[src/hdl/tsc_config_map.vh]
`ifndef TSC_CONFIG_MAP_VH
`define TSC_CONFIG_MAP_VH

// ==========================================================================
// pointer values of the 16-bit words
`define TSC_PTR_CONFIG     8'h01
`define TSC_PTR_UPPER      8'h02
`define TSC_PTR_LOWER      8'h03
`define TSC_PTR_CRITICAL   8'h04
`define TSC_PTR_TEMP       8'h05
`define TSC_PTR_RESET      8'h00

// ==========================================================================
// configuration word fields
`define TSC_CFG_RSVD_HI    15
`define TSC_CFG_RSVD_LO    11
`define TSC_CFG_HYST_HI    10
`define TSC_CFG_HYST_LO    9
`define TSC_CFG_PDOWN      8
`define TSC_CFG_CRITLOCK   7
`define TSC_CFG_WINDOW_LIMIT_LOCK    6
`define TSC_CFG_CLEAR      5
`define TSC_CFG_STATUS     4
`define TSC_CFG_OUTEN      3
`define TSC_CFG_CRITONLY   2
`define TSC_CFG_POL        1
`define TSC_CFG_MODE       0

// ==========================================================================
// limit and temperature word layout
`define TSC_LIM_MASK       16'h1FFC
`define TSC_TEMP_CRIT      15
`define TSC_TEMP_UPPER     14
`define TSC_TEMP_LOWER     13

// ==========================================================================
// hysteresis codes and amounts in sixteenths of a degree
`define TSC_HYST_OFF       2'h0
`define TSC_HYST_1P5       2'h1
`define TSC_HYST_3P0       2'h2
`define TSC_HYST_6P0       2'h3
`define TSC_HYST_1P5_AMT   14'h0018
`define TSC_HYST_3P0_AMT   14'h0030
`define TSC_HYST_6P0_AMT   14'h0060

// ==========================================================================
// reset values
`define TSC_RST_WORD       16'h0000
`define TSC_RST_HYST       2'h0
`define TSC_RST_BIT        1'b0

`endif

[src/hdl/tsc_config_reg.v]
// How it works
// - reserved bits 15:11 of the configuration word always read as zero
// - hysteresis code selects off, 1.5, 3.0 or 6.0 degrees; resets to off
// - hysteresis delays clearing the upper and critical flags, and setting the lower flag, on falling temperature
// - hysteresis field holds its value while either lock is set
// - power-down halts conversion, updates and alerts, and releases the pin
// - power-down cannot be set while locked, but can always be cleared
// - register access and bus timeout supervision keep running in power-down
// - critical lock freezes the critical limit; only power-on reset clears it
// - window lock freezes upper and lower limits; only power-on reset clears it
// - alert clear releases a latched interrupt; reads zero; ignored in comparator
// - status bit reads one while the alert output is asserted
// - output enable gates the alert; frozen while either lock is set
// - critical-only restricts the alert to the critical limit; window lock freezes it
// - polarity selects active low or active high; frozen while locked
// - mode selects comparator or latched interrupt; frozen while locked
// - above-upper flag in temperature bit 14 holds until below limit minus hysteresis
// - an 8-bit pointer selects the word for the following read or write
// - writes to read-only content change nothing; write-only content reads zero
`timescale 1ns/10ps
`include "tsc_config_map.vh"

module tsc_config_reg (
  // system
  input  wire        clock,
  input  wire        rstn,
  // register access from the serial protocol engine
  input  wire        ptrWrite,
  input  wire [7:0]  ptrData,
  input  wire        regWrite,
  input  wire [15:0] regWdata,
  output reg  [15:0] regRdata,
  // converter
  input  wire        sampleValid,
  input  wire [12:0] tempSample,
  output reg         convEnable,
  // protocol engine supervision
  output reg         timeoutEnable,
  // alert pin, open drain
  output reg         alertOut,
  output reg         alertOe
);

  // ========================================================================
  // state
  reg  [7:0]  pointer;
  reg  [1:0]  hysteresisSelect;
  reg         sensorPowerDown;
  reg         criticalLimitLock;
  reg         windowLimitLock;
  reg         alertOutputEnable;
  reg         criticalOnlyAlert;
  reg         alertPolarity;
  reg         alertModeSelect;
  reg  [15:0] upperLimit;
  reg  [15:0] lowerLimit;
  reg  [15:0] criticalLimit;
  reg  [15:0] tempWord;
  reg         alertLatch;
  reg         conditionPrev;

  // ========================================================================
  // write decode
  wire        anyLock;
  wire        cfgWrite;
  wire        upperWrite;
  wire        lowerWrite;
  wire        criticalWrite;
  wire        clearRequest;

  // locks are sampled from the registers, so a write that sets a lock
  // still lands its other fields in the same access
  assign anyLock       = criticalLimitLock | windowLimitLock;
  assign cfgWrite      = regWrite && (pointer == `TSC_PTR_CONFIG);
  assign upperWrite    = regWrite && (pointer == `TSC_PTR_UPPER) && !windowLimitLock;
  assign lowerWrite    = regWrite && (pointer == `TSC_PTR_LOWER) && !windowLimitLock;
  assign criticalWrite = regWrite && (pointer == `TSC_PTR_CRITICAL)
                         && !criticalLimitLock;
  assign clearRequest  = cfgWrite && regWdata[`TSC_CFG_CLEAR]
                         && alertModeSelect;

  // ========================================================================
  // pointer
  always @(posedge clock) begin
    if (!rstn) begin
      pointer <= `TSC_PTR_RESET;
    end else if (ptrWrite) begin
      pointer <= ptrData;
    end
  end

  // ========================================================================
  // configuration fields
  // every lock test reads the registers as they stood before the write
  reg  [1:0]  next_hysteresisSelect;
  reg         next_sensorPowerDown;
  reg         next_criticalLimitLock;
  reg         next_windowLimitLock;
  reg         next_alertOutputEnable;
  reg         next_criticalOnlyAlert;
  reg         next_alertPolarity;
  reg         next_alertModeSelect;

  always @* begin
    next_hysteresisSelect  = hysteresisSelect;
    next_sensorPowerDown   = sensorPowerDown;
    next_criticalLimitLock = criticalLimitLock;
    next_windowLimitLock   = windowLimitLock;
    next_alertOutputEnable = alertOutputEnable;
    next_criticalOnlyAlert = criticalOnlyAlert;
    next_alertPolarity     = alertPolarity;
    next_alertModeSelect   = alertModeSelect;
    if (cfgWrite) begin
      if (!anyLock) begin
        next_hysteresisSelect  = regWdata[`TSC_CFG_HYST_HI:`TSC_CFG_HYST_LO];
        next_alertOutputEnable = regWdata[`TSC_CFG_OUTEN];
        next_alertPolarity     = regWdata[`TSC_CFG_POL];
        next_alertModeSelect   = regWdata[`TSC_CFG_MODE];
      end
      // leaving power-down is always allowed so a locked part can wake up
      if (!regWdata[`TSC_CFG_PDOWN]) begin
        next_sensorPowerDown = 1'b0;
      end else if (!anyLock) begin
        next_sensorPowerDown = 1'b1;
      end
      // locks are set-only; nothing but rstn brings them back
      if (regWdata[`TSC_CFG_CRITLOCK]) begin
        next_criticalLimitLock = 1'b1;
      end
      if (regWdata[`TSC_CFG_WINDOW_LIMIT_LOCK]) begin
        next_windowLimitLock = 1'b1;
      end
      if (!windowLimitLock) begin
        next_criticalOnlyAlert = regWdata[`TSC_CFG_CRITONLY];
      end
    end
  end

  always @(posedge clock) begin
    if (!rstn) begin
      hysteresisSelect  <= `TSC_RST_HYST;
      sensorPowerDown   <= `TSC_RST_BIT;
      criticalLimitLock <= `TSC_RST_BIT;
      windowLimitLock   <= `TSC_RST_BIT;
      alertOutputEnable <= `TSC_RST_BIT;
      criticalOnlyAlert <= `TSC_RST_BIT;
      alertPolarity     <= `TSC_RST_BIT;
      alertModeSelect   <= `TSC_RST_BIT;
    end else begin
      hysteresisSelect  <= next_hysteresisSelect;
      sensorPowerDown   <= next_sensorPowerDown;
      criticalLimitLock <= next_criticalLimitLock;
      windowLimitLock   <= next_windowLimitLock;
      alertOutputEnable <= next_alertOutputEnable;
      criticalOnlyAlert <= next_criticalOnlyAlert;
      alertPolarity     <= next_alertPolarity;
      alertModeSelect   <= next_alertModeSelect;
    end
  end

  // ========================================================================
  // limit words
  // the mask keeps reserved limit bits at zero whatever the host sends
  reg  [15:0] next_upperLimit;
  reg  [15:0] next_lowerLimit;
  reg  [15:0] next_criticalLimit;

  always @* begin
    next_upperLimit    = upperLimit;
    next_lowerLimit    = lowerLimit;
    next_criticalLimit = criticalLimit;
    if (upperWrite) begin
      next_upperLimit = regWdata & `TSC_LIM_MASK;
    end
    if (lowerWrite) begin
      next_lowerLimit = regWdata & `TSC_LIM_MASK;
    end
    if (criticalWrite) begin
      next_criticalLimit = regWdata & `TSC_LIM_MASK;
    end
  end

  always @(posedge clock) begin
    if (!rstn) begin
      upperLimit    <= `TSC_RST_WORD;
      lowerLimit    <= `TSC_RST_WORD;
      criticalLimit <= `TSC_RST_WORD;
    end else begin
      upperLimit    <= next_upperLimit;
      lowerLimit    <= next_lowerLimit;
      criticalLimit <= next_criticalLimit;
    end
  end

  // ========================================================================
  // comparison with hysteresis
  reg  [13:0] hystAmount;
  wire signed [13:0] tempNow;
  wire signed [13:0] upperThr;
  wire signed [13:0] lowerThr;
  wire signed [13:0] critThr;
  wire signed [13:0] upperRel;
  wire signed [13:0] lowerRel;
  wire signed [13:0] critRel;
  reg         next_crit;
  reg         next_upper;
  reg         next_lower;

  always @* begin
    case (hysteresisSelect)
      `TSC_HYST_1P5: hystAmount = `TSC_HYST_1P5_AMT;
      `TSC_HYST_3P0: hystAmount = `TSC_HYST_3P0_AMT;
      `TSC_HYST_6P0: hystAmount = `TSC_HYST_6P0_AMT;
      default:       hystAmount = 14'h0000;
    endcase
  end

  assign tempNow  = {tempSample[12], tempSample};
  assign upperThr = {upperLimit[12], upperLimit[12:0]};
  assign lowerThr = {lowerLimit[12], lowerLimit[12:0]};
  assign critThr  = {criticalLimit[12], criticalLimit[12:0]};
  // release points sit below each threshold; one extra bit keeps the
  // subtraction from wrapping at the bottom of the range
  assign upperRel = upperThr - $signed(hystAmount);
  assign lowerRel = lowerThr - $signed(hystAmount);
  assign critRel  = critThr - $signed(hystAmount);

  // upper and critical flags set on crossing and drop once below the release point; the lower flag sets below lowerRel and drops at lowerThr
  always @* begin
    next_crit  = (tempNow > critThr);
    next_upper = (tempNow > upperThr);
    next_lower = (tempNow < lowerRel);
    if (tempWord[`TSC_TEMP_CRIT] && !(tempNow < critRel)) begin
      next_crit = 1'b1;
    end
    if (tempWord[`TSC_TEMP_UPPER] && !(tempNow < upperRel)) begin
      next_upper = 1'b1;
    end
    if (tempWord[`TSC_TEMP_LOWER] && (tempNow < lowerThr)) begin
      next_lower = 1'b1;
    end
  end

  // ========================================================================
  // temperature word
  always @(posedge clock) begin
    if (!rstn) begin
      tempWord <= `TSC_RST_WORD;
    end else if (sampleValid && !sensorPowerDown) begin
      tempWord <= {next_crit, next_upper, next_lower, tempSample};
    end
  end

  // ========================================================================
  // alert generation
  wire        condition;
  wire        newEvent;
  wire        alertActive;

  assign condition = criticalOnlyAlert ? tempWord[`TSC_TEMP_CRIT]
                     : (tempWord[`TSC_TEMP_CRIT] | tempWord[`TSC_TEMP_UPPER]
                        | tempWord[`TSC_TEMP_LOWER]);
  assign newEvent  = condition && !conditionPrev && alertOutputEnable
                     && !sensorPowerDown;

  reg         next_alertLatch;

  // a new event in the same cycle as a clear keeps the latch set
  always @* begin
    next_alertLatch = alertLatch;
    if (newEvent) begin
      next_alertLatch = 1'b1;
    end else if (clearRequest || !alertModeSelect) begin
      next_alertLatch = 1'b0;
    end
  end

  always @(posedge clock) begin
    if (!rstn) begin
      alertLatch    <= `TSC_RST_BIT;
      conditionPrev <= `TSC_RST_BIT;
    end else begin
      conditionPrev <= condition;
      alertLatch    <= next_alertLatch;
    end
  end

  // a pending latch survives power-down and shows again on exit
  assign alertActive = alertOutputEnable && !sensorPowerDown
                       && (alertModeSelect ? alertLatch : condition);

  // ========================================================================
  // pin and converter control
  reg         next_alertOe;

  // open drain: pull low when asserted active-low, or idle active-high;
  // the pull-up alone can show a high level, so the pin never drives one
  always @* begin
    next_alertOe = 1'b0;
    if (!sensorPowerDown) begin
      next_alertOe = alertActive ? !alertPolarity : alertPolarity;
    end
  end

  always @(posedge clock) begin
    if (!rstn) begin
      alertOut      <= `TSC_RST_BIT;
      alertOe       <= `TSC_RST_BIT;
      convEnable    <= `TSC_RST_BIT;
      timeoutEnable <= `TSC_RST_BIT;
    end else begin
      alertOut      <= 1'b0;
      alertOe       <= next_alertOe;
      convEnable    <= !sensorPowerDown;
      timeoutEnable <= 1'b1;
    end
  end

  // ========================================================================
  // read data
  wire [15:0] cfgRead;

  assign cfgRead = {5'h00,
                    hysteresisSelect,
                    sensorPowerDown,
                    criticalLimitLock,
                    windowLimitLock,
                    1'b0,
                    alertActive,
                    alertOutputEnable,
                    criticalOnlyAlert,
                    alertPolarity,
                    alertModeSelect};

  // reads stay live in power-down; unmapped pointers read zero
  reg  [15:0] next_regRdata;

  always @* begin
    case (pointer)
      `TSC_PTR_CONFIG:   next_regRdata = cfgRead;
      `TSC_PTR_UPPER:    next_regRdata = upperLimit;
      `TSC_PTR_LOWER:    next_regRdata = lowerLimit;
      `TSC_PTR_CRITICAL: next_regRdata = criticalLimit;
      `TSC_PTR_TEMP:     next_regRdata = tempWord;
      default:           next_regRdata = `TSC_RST_WORD;
    endcase
  end

  // registered so the read word never glitches while the host samples it
  always @(posedge clock) begin
    if (!rstn) begin
      regRdata <= `TSC_RST_WORD;
    end else begin
      regRdata <= next_regRdata;
    end
  end

endmodule

[config.mk]
export PLATFORM = sky130hd
export DESIGN_NAME = tsc_config_reg
export DESIGN_NICKNAME = d
export VERILOG_FILES = /design/src/hdl/tsc_config_reg.v
export VERILOG_INCLUDE_DIRS = /design/src /design/src/hdl
export SDC_FILE = /design/constraint.sdc
export NUM_CORES = 1
export LEC_CHECK = 0
export BUFFER_PORTS_ARGS = -buffer_cell sky130_fd_sc_hd__buf_4
export CAP_MARGIN = 40
export CORE_UTILIZATION = 45
export CTS_BUF_LIST = sky130_fd_sc_hd__clkbuf_16
export DETAILED_ROUTE_END_ITERATION = 12
export PLACE_DENSITY = 0.71
export SLEW_MARGIN = 20
export SYNTH_ARGS = -nofsm -noshare
export SYNTH_HDL_FRONTEND = slang
export SYNTH_SLANG_ARGS = --single-unit
export TNS_END_PERCENT = 10
[constraint.sdc]
create_clock -name clock -period 5.9 [get_ports clock]
set_clock_uncertainty 0.15 [all_clocks]
set_input_delay 0.59 -clock clock [delete_from_list [all_inputs] [get_ports clock]]
set_output_delay 0.59 -clock clock [all_outputs]
set_load 0.02 [all_outputs]
Yosys cells after proc, flatten, opt, wreduce, memory -nomap -nowiden
Index checks and enable logic that the tools add are counted.
{"block": "totals", "register_bits": 87, "inputBits": 42, "out_inout_bits": 20, "elab_cells": 90}
{"block": "classes", "n_addsub": 3, "n_lt_le_gt_ge": 6, "n_eq_ne": 9, "mux": 13, "bitwise_logic": 6, "n_reduce_logical": 34}
{"cell": "16-bit case mux with 5 select lines", "count": 1}
{"cell": "13-bit by 14-bit less-than comparator with 1-bit output", "count": 3}
{"cell": "13-bit by 8-bit subtractor with 14-bit output", "count": 3}
{"cell": "13-bit greater-than comparator", "count": 2}
{"cell": "7-bit case mux with 3 select lines", "count": 1}
{"cell": "1-bit logical AND", "count": 18}
{"cell": "8-bit by 2-bit == test with 1-bit output, second input constant", "count": 2}
{"cell": "8-bit by 3-bit == test with 1-bit output, second input constant", "count": 2}
{"cell": "13-bit less-than comparator", "count": 1}
{"cell": "1-bit 2-to-1 mux", "count": 11}
{"cell": "2-bit AND reduction", "count": 5}
{"cell": "8-bit by 1-bit == test with 1-bit output, second input constant", "count": 1}
{"cell": "1-bit logical NOT", "count": 8}
{"cell": "2-bit == test, second input constant", "count": 2}
{"cell": "1-bit NOT", "count": 3}
{"cell": "1-bit OR", "count": 3}
{"cell": "2-bit by 1-bit == test with 1-bit output, second input constant", "count": 1}
{"cell": "2-bit inequality test, second input constant", "count": 1}
{"cell": "2-bit nonzero test", "count": 1}
{"cell": "2-bit OR reduction", "count": 1}
{"cell": "1-bit logical OR", "count": 1}

Logic depth before layout (Yosys ltp)
{"block": "depth", "word_depth": 7, "depth_mapped": 16, "depth_no_buf": 16}

Least setup slack after synthesis
No wires, ideal clock.
{"block": "synth_path", "path_kind": "register -> register", "startpoint": "register hysteresisSelect[1]", "endpoint": "register tempWord[13]", "setup_time_ns": 0.116, "t_arrival_ns": 3.247, "required_ns": 5.634, "setup_slack_ns": 2.387, "path_stages_with_launch": 15, "path_buffers": 0, "period_less_slack_ns": 3.513, "path_cell_list": "dfxtp_1 inv_1 ha_1 fa_1 a21oi_1 nor2b_1 nor3_1 a21oi_1 ha_1 and4_1 a21oi_1 o21ai_0 or2_2 a211o_1 o211a_1"}
{"block": "synth_between", "elab_chain_len": 5, "elab_cells_between_ends": 7, "classes_between": "1 x add/sub; 1 x order compare; 3 x eq/ne; 2 x mux"}
{"element": "start, declared", "line": "tsc_config_reg.v:47", "source": "reg [1:0] hysteresisSelect;"}
{"element": "start signal, assigned", "line": "tsc_config_reg.v:141", "source": "hysteresisSelect <= `TSC_RST_HYST;"}
{"element": "start signal, assigned", "line": "tsc_config_reg.v:150", "source": "hysteresisSelect <= next_hysteresisSelect;"}
{"element": "2-bit == test or 2-bit by 1-bit == test with 1-bit output (tied branches)", "line": "tsc_config_reg.v:210", "source": "case (hysteresisSelect)"}
{"element": "7-bit case mux with 3 select lines *", "line": "tsc_config_reg.v:210"}
{"element": "13-bit by 8-bit subtractor with 14-bit output *", "line": "tsc_config_reg.v:225", "source": "assign lowerRel = lowerThr - $signed(hystAmount);"}
{"element": "13-bit by 14-bit less-than comparator with 1-bit output *", "line": "tsc_config_reg.v:232", "source": "next_lower = (tempNow < lowerRel);"}
{"element": "1-bit 2-to-1 mux *", "line": "tsc_config_reg.v:239", "source": "if (tempWord[`TSC_TEMP_LOWER] && (tempNow < lowerThr)) begin"}
{"element": "end signal, assigned", "line": "tsc_config_reg.v:248", "source": "tempWord <= `TSC_RST_WORD;"}
{"element": "end signal, assigned", "line": "tsc_config_reg.v:250", "source": "tempWord <= {next_crit, next_upper, next_lower, tempSample};"}
{"element": "end, declared", "line": "tsc_config_reg.v:58", "source": "reg [15:0] tempWord;"}
Mark *: on every way between the ends. The rest lies on a longest branch, timed or not.
A chain may end at the register's enable or synchronous reset.

Final worst setup path
Same ends and word-level chain as after synthesis.

==> results.md <==
* Critical Path Fanout Max at 6
* Clock sink count at 87
* Final Critical Period at 3.96 ns
* GRT Total Usage at 24.1%
* Vias in the first global route at 4806
* Fmax at 253 MHz
* Synth Area in Compound Gates at 14.4%
* Post-synthesis xor/xnor area fraction at 3.47%
* Slew Viols, Final at 0
* Worst-skew pair later-pin latency at 0.35 ns
* Syn Area/Cell at 8.87 µm²
* Routed WL at 15.2 mm
* DIE AREA at 13300 µm²
* Status: complete, no violations
* Final period util at 67.1%
* Maximum vdd drop at 132 µV
* Clk slew on worst S/H paths at 0.06 ns
* Fin nets at 825
* CP Launch Type: flop
* Largest family of logic cells by synthesized area: simple AND/OR/NAND/NOR gates
* CP cell instances: inv_1 -> ha_1 -> fa_1 -> a21oi_1 -> nor2b_1 -> nor3_1 -> a21oi_1 -> ha_1 -> and4_1 -> a21oi_1 -> o21ai_0 -> or2_2 -> a211o_1 -> o211a_1
* Syn. warnings at 0
* Mux cell area share after synthesis at 9.50%
* Sequential share of power at 43.5%
* RSZ-0062 raised after global routing: false
* Main synth FF type: dfxtp_1
* Hold Path Cell Cnt at 2
* Slew @ Worst Pin at 0.735 ns
* Comb pwr share at 16.4%
* Worst Hold Path EP: tempWord[3]
* Area Growth Syn to Fin at 15.0%
* Initial antenna violation count at 0
* Rows at 41
* HP Class: flop to flop
* Initial DRC Count at 341
* Final setup viols at 0
* Quantity of hold-fixing buffers added after cts at 0
* Routed Antenna Nets at 0
* Reg-to-reg endpoint: tempWord[13]
* Post-synthesis simple-gate area fraction at 19.4%
* Placement Cell Area at 6350 µm²
* Drt via density at 5.49
* IO buf count at 57
* R2r startpoint: hysteresisSelect[1]
* Die W at 116 µm
* Finished Core Util at 53.1%
* CTS tree: yes
* Crit path max-delay cell type: fa_1
* Drt first pass iters at 7
* Core Area at 12600 µm²
* Design area at 6670 µm²
* GP Congestion at 0.923
* Sw Pwr at 388 µW
* Post-synth EDFFs at 0
* CP Capture Type: flop
* Post-synthesis cell area at 5800 µm²
* Max-cap viol count at 0
* Slew HR at 50.3%
* I/O Pins at 62
* First-pass GRT wire length at 24.7 mm
* Post-Syn Instances at 654
* HPWL reported at the end of detailed placement at 11.7 mm
* Beginning of the worst hold path: tempWord[3]
* Final cell count without fillers at 878
* Reg2reg setup slack at 1.94 ns
* Power share of the clock group at 40.1%
* Cells after DPL at 860
* Switching portion of total power at 27.2%
* Post-CTS setup buffers at 0
* Int Pwr at 1040 µW
* Routed len/inst at 17.3 µm
* CTS buffer count at 9
* Fin. Hold Viols at 0
* DR vias at 4819
* Antenna cells at 0
* Flops & latches, synth at 87
* Arrival @ worst endpoint at 4.05 ns
* R2R depth at 14
* Residual DRC count at 0
* Largest net degree at the start of global routing at 77
* Syn_nets at 778
* Power Density at 214 nW/µm²
* Fraction of layout cells with a size suffix above 1 at 12.0%
* Synth Area in Adders at 18.1%
* Post-synth cell types at 51
* Most frequent cell on the critical path: a21oi_1
* Die height at 116 µm
* Sequential cell area fraction in the yosys report at 30.0%
* Max incr delay on CP at 0.48 ns
* Worst Setup Path Type: flop to flop
* Required @ worst endpoint at 5.99 ns
* Leak at 0.00275 µW
* Clock root buffer: clkbuf_16
* Initial Util at 46.1%
* CTS max path bufs at 2
* H-Tree Depth at 3
* Fin Setup TNS at 0 ns
* Post-cts resize count at 0
* Grt ovf at 0
* Post-Route Hold Slack at 0.314 ns
* Post-synth ARST share at 0%
[flip-flops by register name (all words and copies together) (netlist names), 2 cells and up]
register,flops
tempWord,16
lowerLimit,11
regRdata,16
upperLimit,11
pointer,8
criticalLimit,11
hysteresisSelect,2
[power by group through the flow]
| stage | clock, µW | sequential [µW] | combinational, µW |
|---|---|---|---|
| 6_report | 574 | 621 | 234 |
| 5_1_grt | 605 | 623 | 264 |
| 4_1_cts | 582 | 620 | 232 |
| 3_5_place_dp | 0 | 634 | 230 |
| 3_3_place_gp | 0 | 633 | 220 |
| 2_1_floorplan | 0 | 627 | 156 |
[through the flow]
step / setup slack [ns] / total power [µW]
finish: 1.94 / 1430
global route: 1.73 / 1490
CTS: 1.98 / 1430
detailed placement: 2.00 / 864
global placement: 2.07 / 853
floorplan: 2.39 / 783
[worst max-delay path: cells and delay by family (launching register included)]
family | cells | cell delay [ns]
DFF | 1 | 0.41
buffers and inverters | 1 | 0.14
AOI/OAI and AO/OA | 6 | 0.96
adders and majority gates | 3 | 1.23
and+or+nand+nor | 4 | 0.95
[cell usage after synthesis, types with 17 or more instances]
cell type  count  share of area [%]
dfxtp_1       87                 30
ha_1          79                 17
nor2b_1       64                6.9
nand2_1       56                3.6
mux2i_1       55                9.5
inv_1         45                2.9
a21oi_1       37                3.2
nor2_1        25                1.6
xnor2_1       22                3.3
clkbuf_1      19                1.2
o21ai_0       18                1.6
a22oi_1       17                2.2
[cells by family after synthesis]
| family | count (synthesis) |
|---|---|
| AND/OR/NAND/NOR | 206 |
| AO/OA/AOI/OAI | 129 |
| flip-flops | 87 |
| adder cells (fa/ha/maj) | 82 |
| buffers and inverters | 71 |
| multiplexers | 55 |
| XOR/XNOR | 23 |
| other | 1 |
[layer usage]
| layer | track usage (%) | vias to the layer above | share of wire (%) |
|---|---|---|---|
| met3 | 4.13 | 24 | 5.1 |
| li1 | - | 2379 | - |
| met2 | 41.6 | 132 | 48 |
| met4 | 8.83 | 0 | 2.6 |
| met1 | 30.0 | 2284 | 45 |
| met5 | 0 | - | 0 |
[layout by cell type, fill, tap and decap left out, types with 5 or more instances in the layout]
cell type,instances
nand3_1,10
clkbuf_16,9
inv_1,45
o21a_1,8
a21boi_0,14
a22oi_1,17
nand4_1,8
nor2b_1,64
xnor2_1,22
nor3_1,5
buf_4,59
mux2i_1,55
dfxtp_1,87
a21oi_1,37
o21ai_0,18
nand3b_1,6
a31oi_1,5
ha_1,79
a21o_1,14
nand2_1,56
and3_1,7
nor2_1,25
[cell type report]
type	count	area, µm²
fill	1165	5900
multi-input combinational	496	3770
sequential	87	1740
timing repair buffer	62	477
clock buffer	9	225
tap	172	215
inverter	45	169
clock inverter	7	72.6
[how the worst max path moves through the flow]
stage,slack (ns),to,start,depth (start not counted)
2_1_floorplan,2.39,tempWord[13],hysteresisSelect[1],14
3_3_place_gp,2.07,tempWord[13],hysteresisSelect[1],14
3_5_place_dp,2.00,tempWord[13],hysteresisSelect[1],14
4_1_cts,1.98,tempWord[13],hysteresisSelect[1],14
5_1_grt,1.73,tempWord[13],hysteresisSelect[1],14
6_report,1.94,tempWord[13],hysteresisSelect[1],14
No activity file was read; power rests on OpenSTA's default activity.
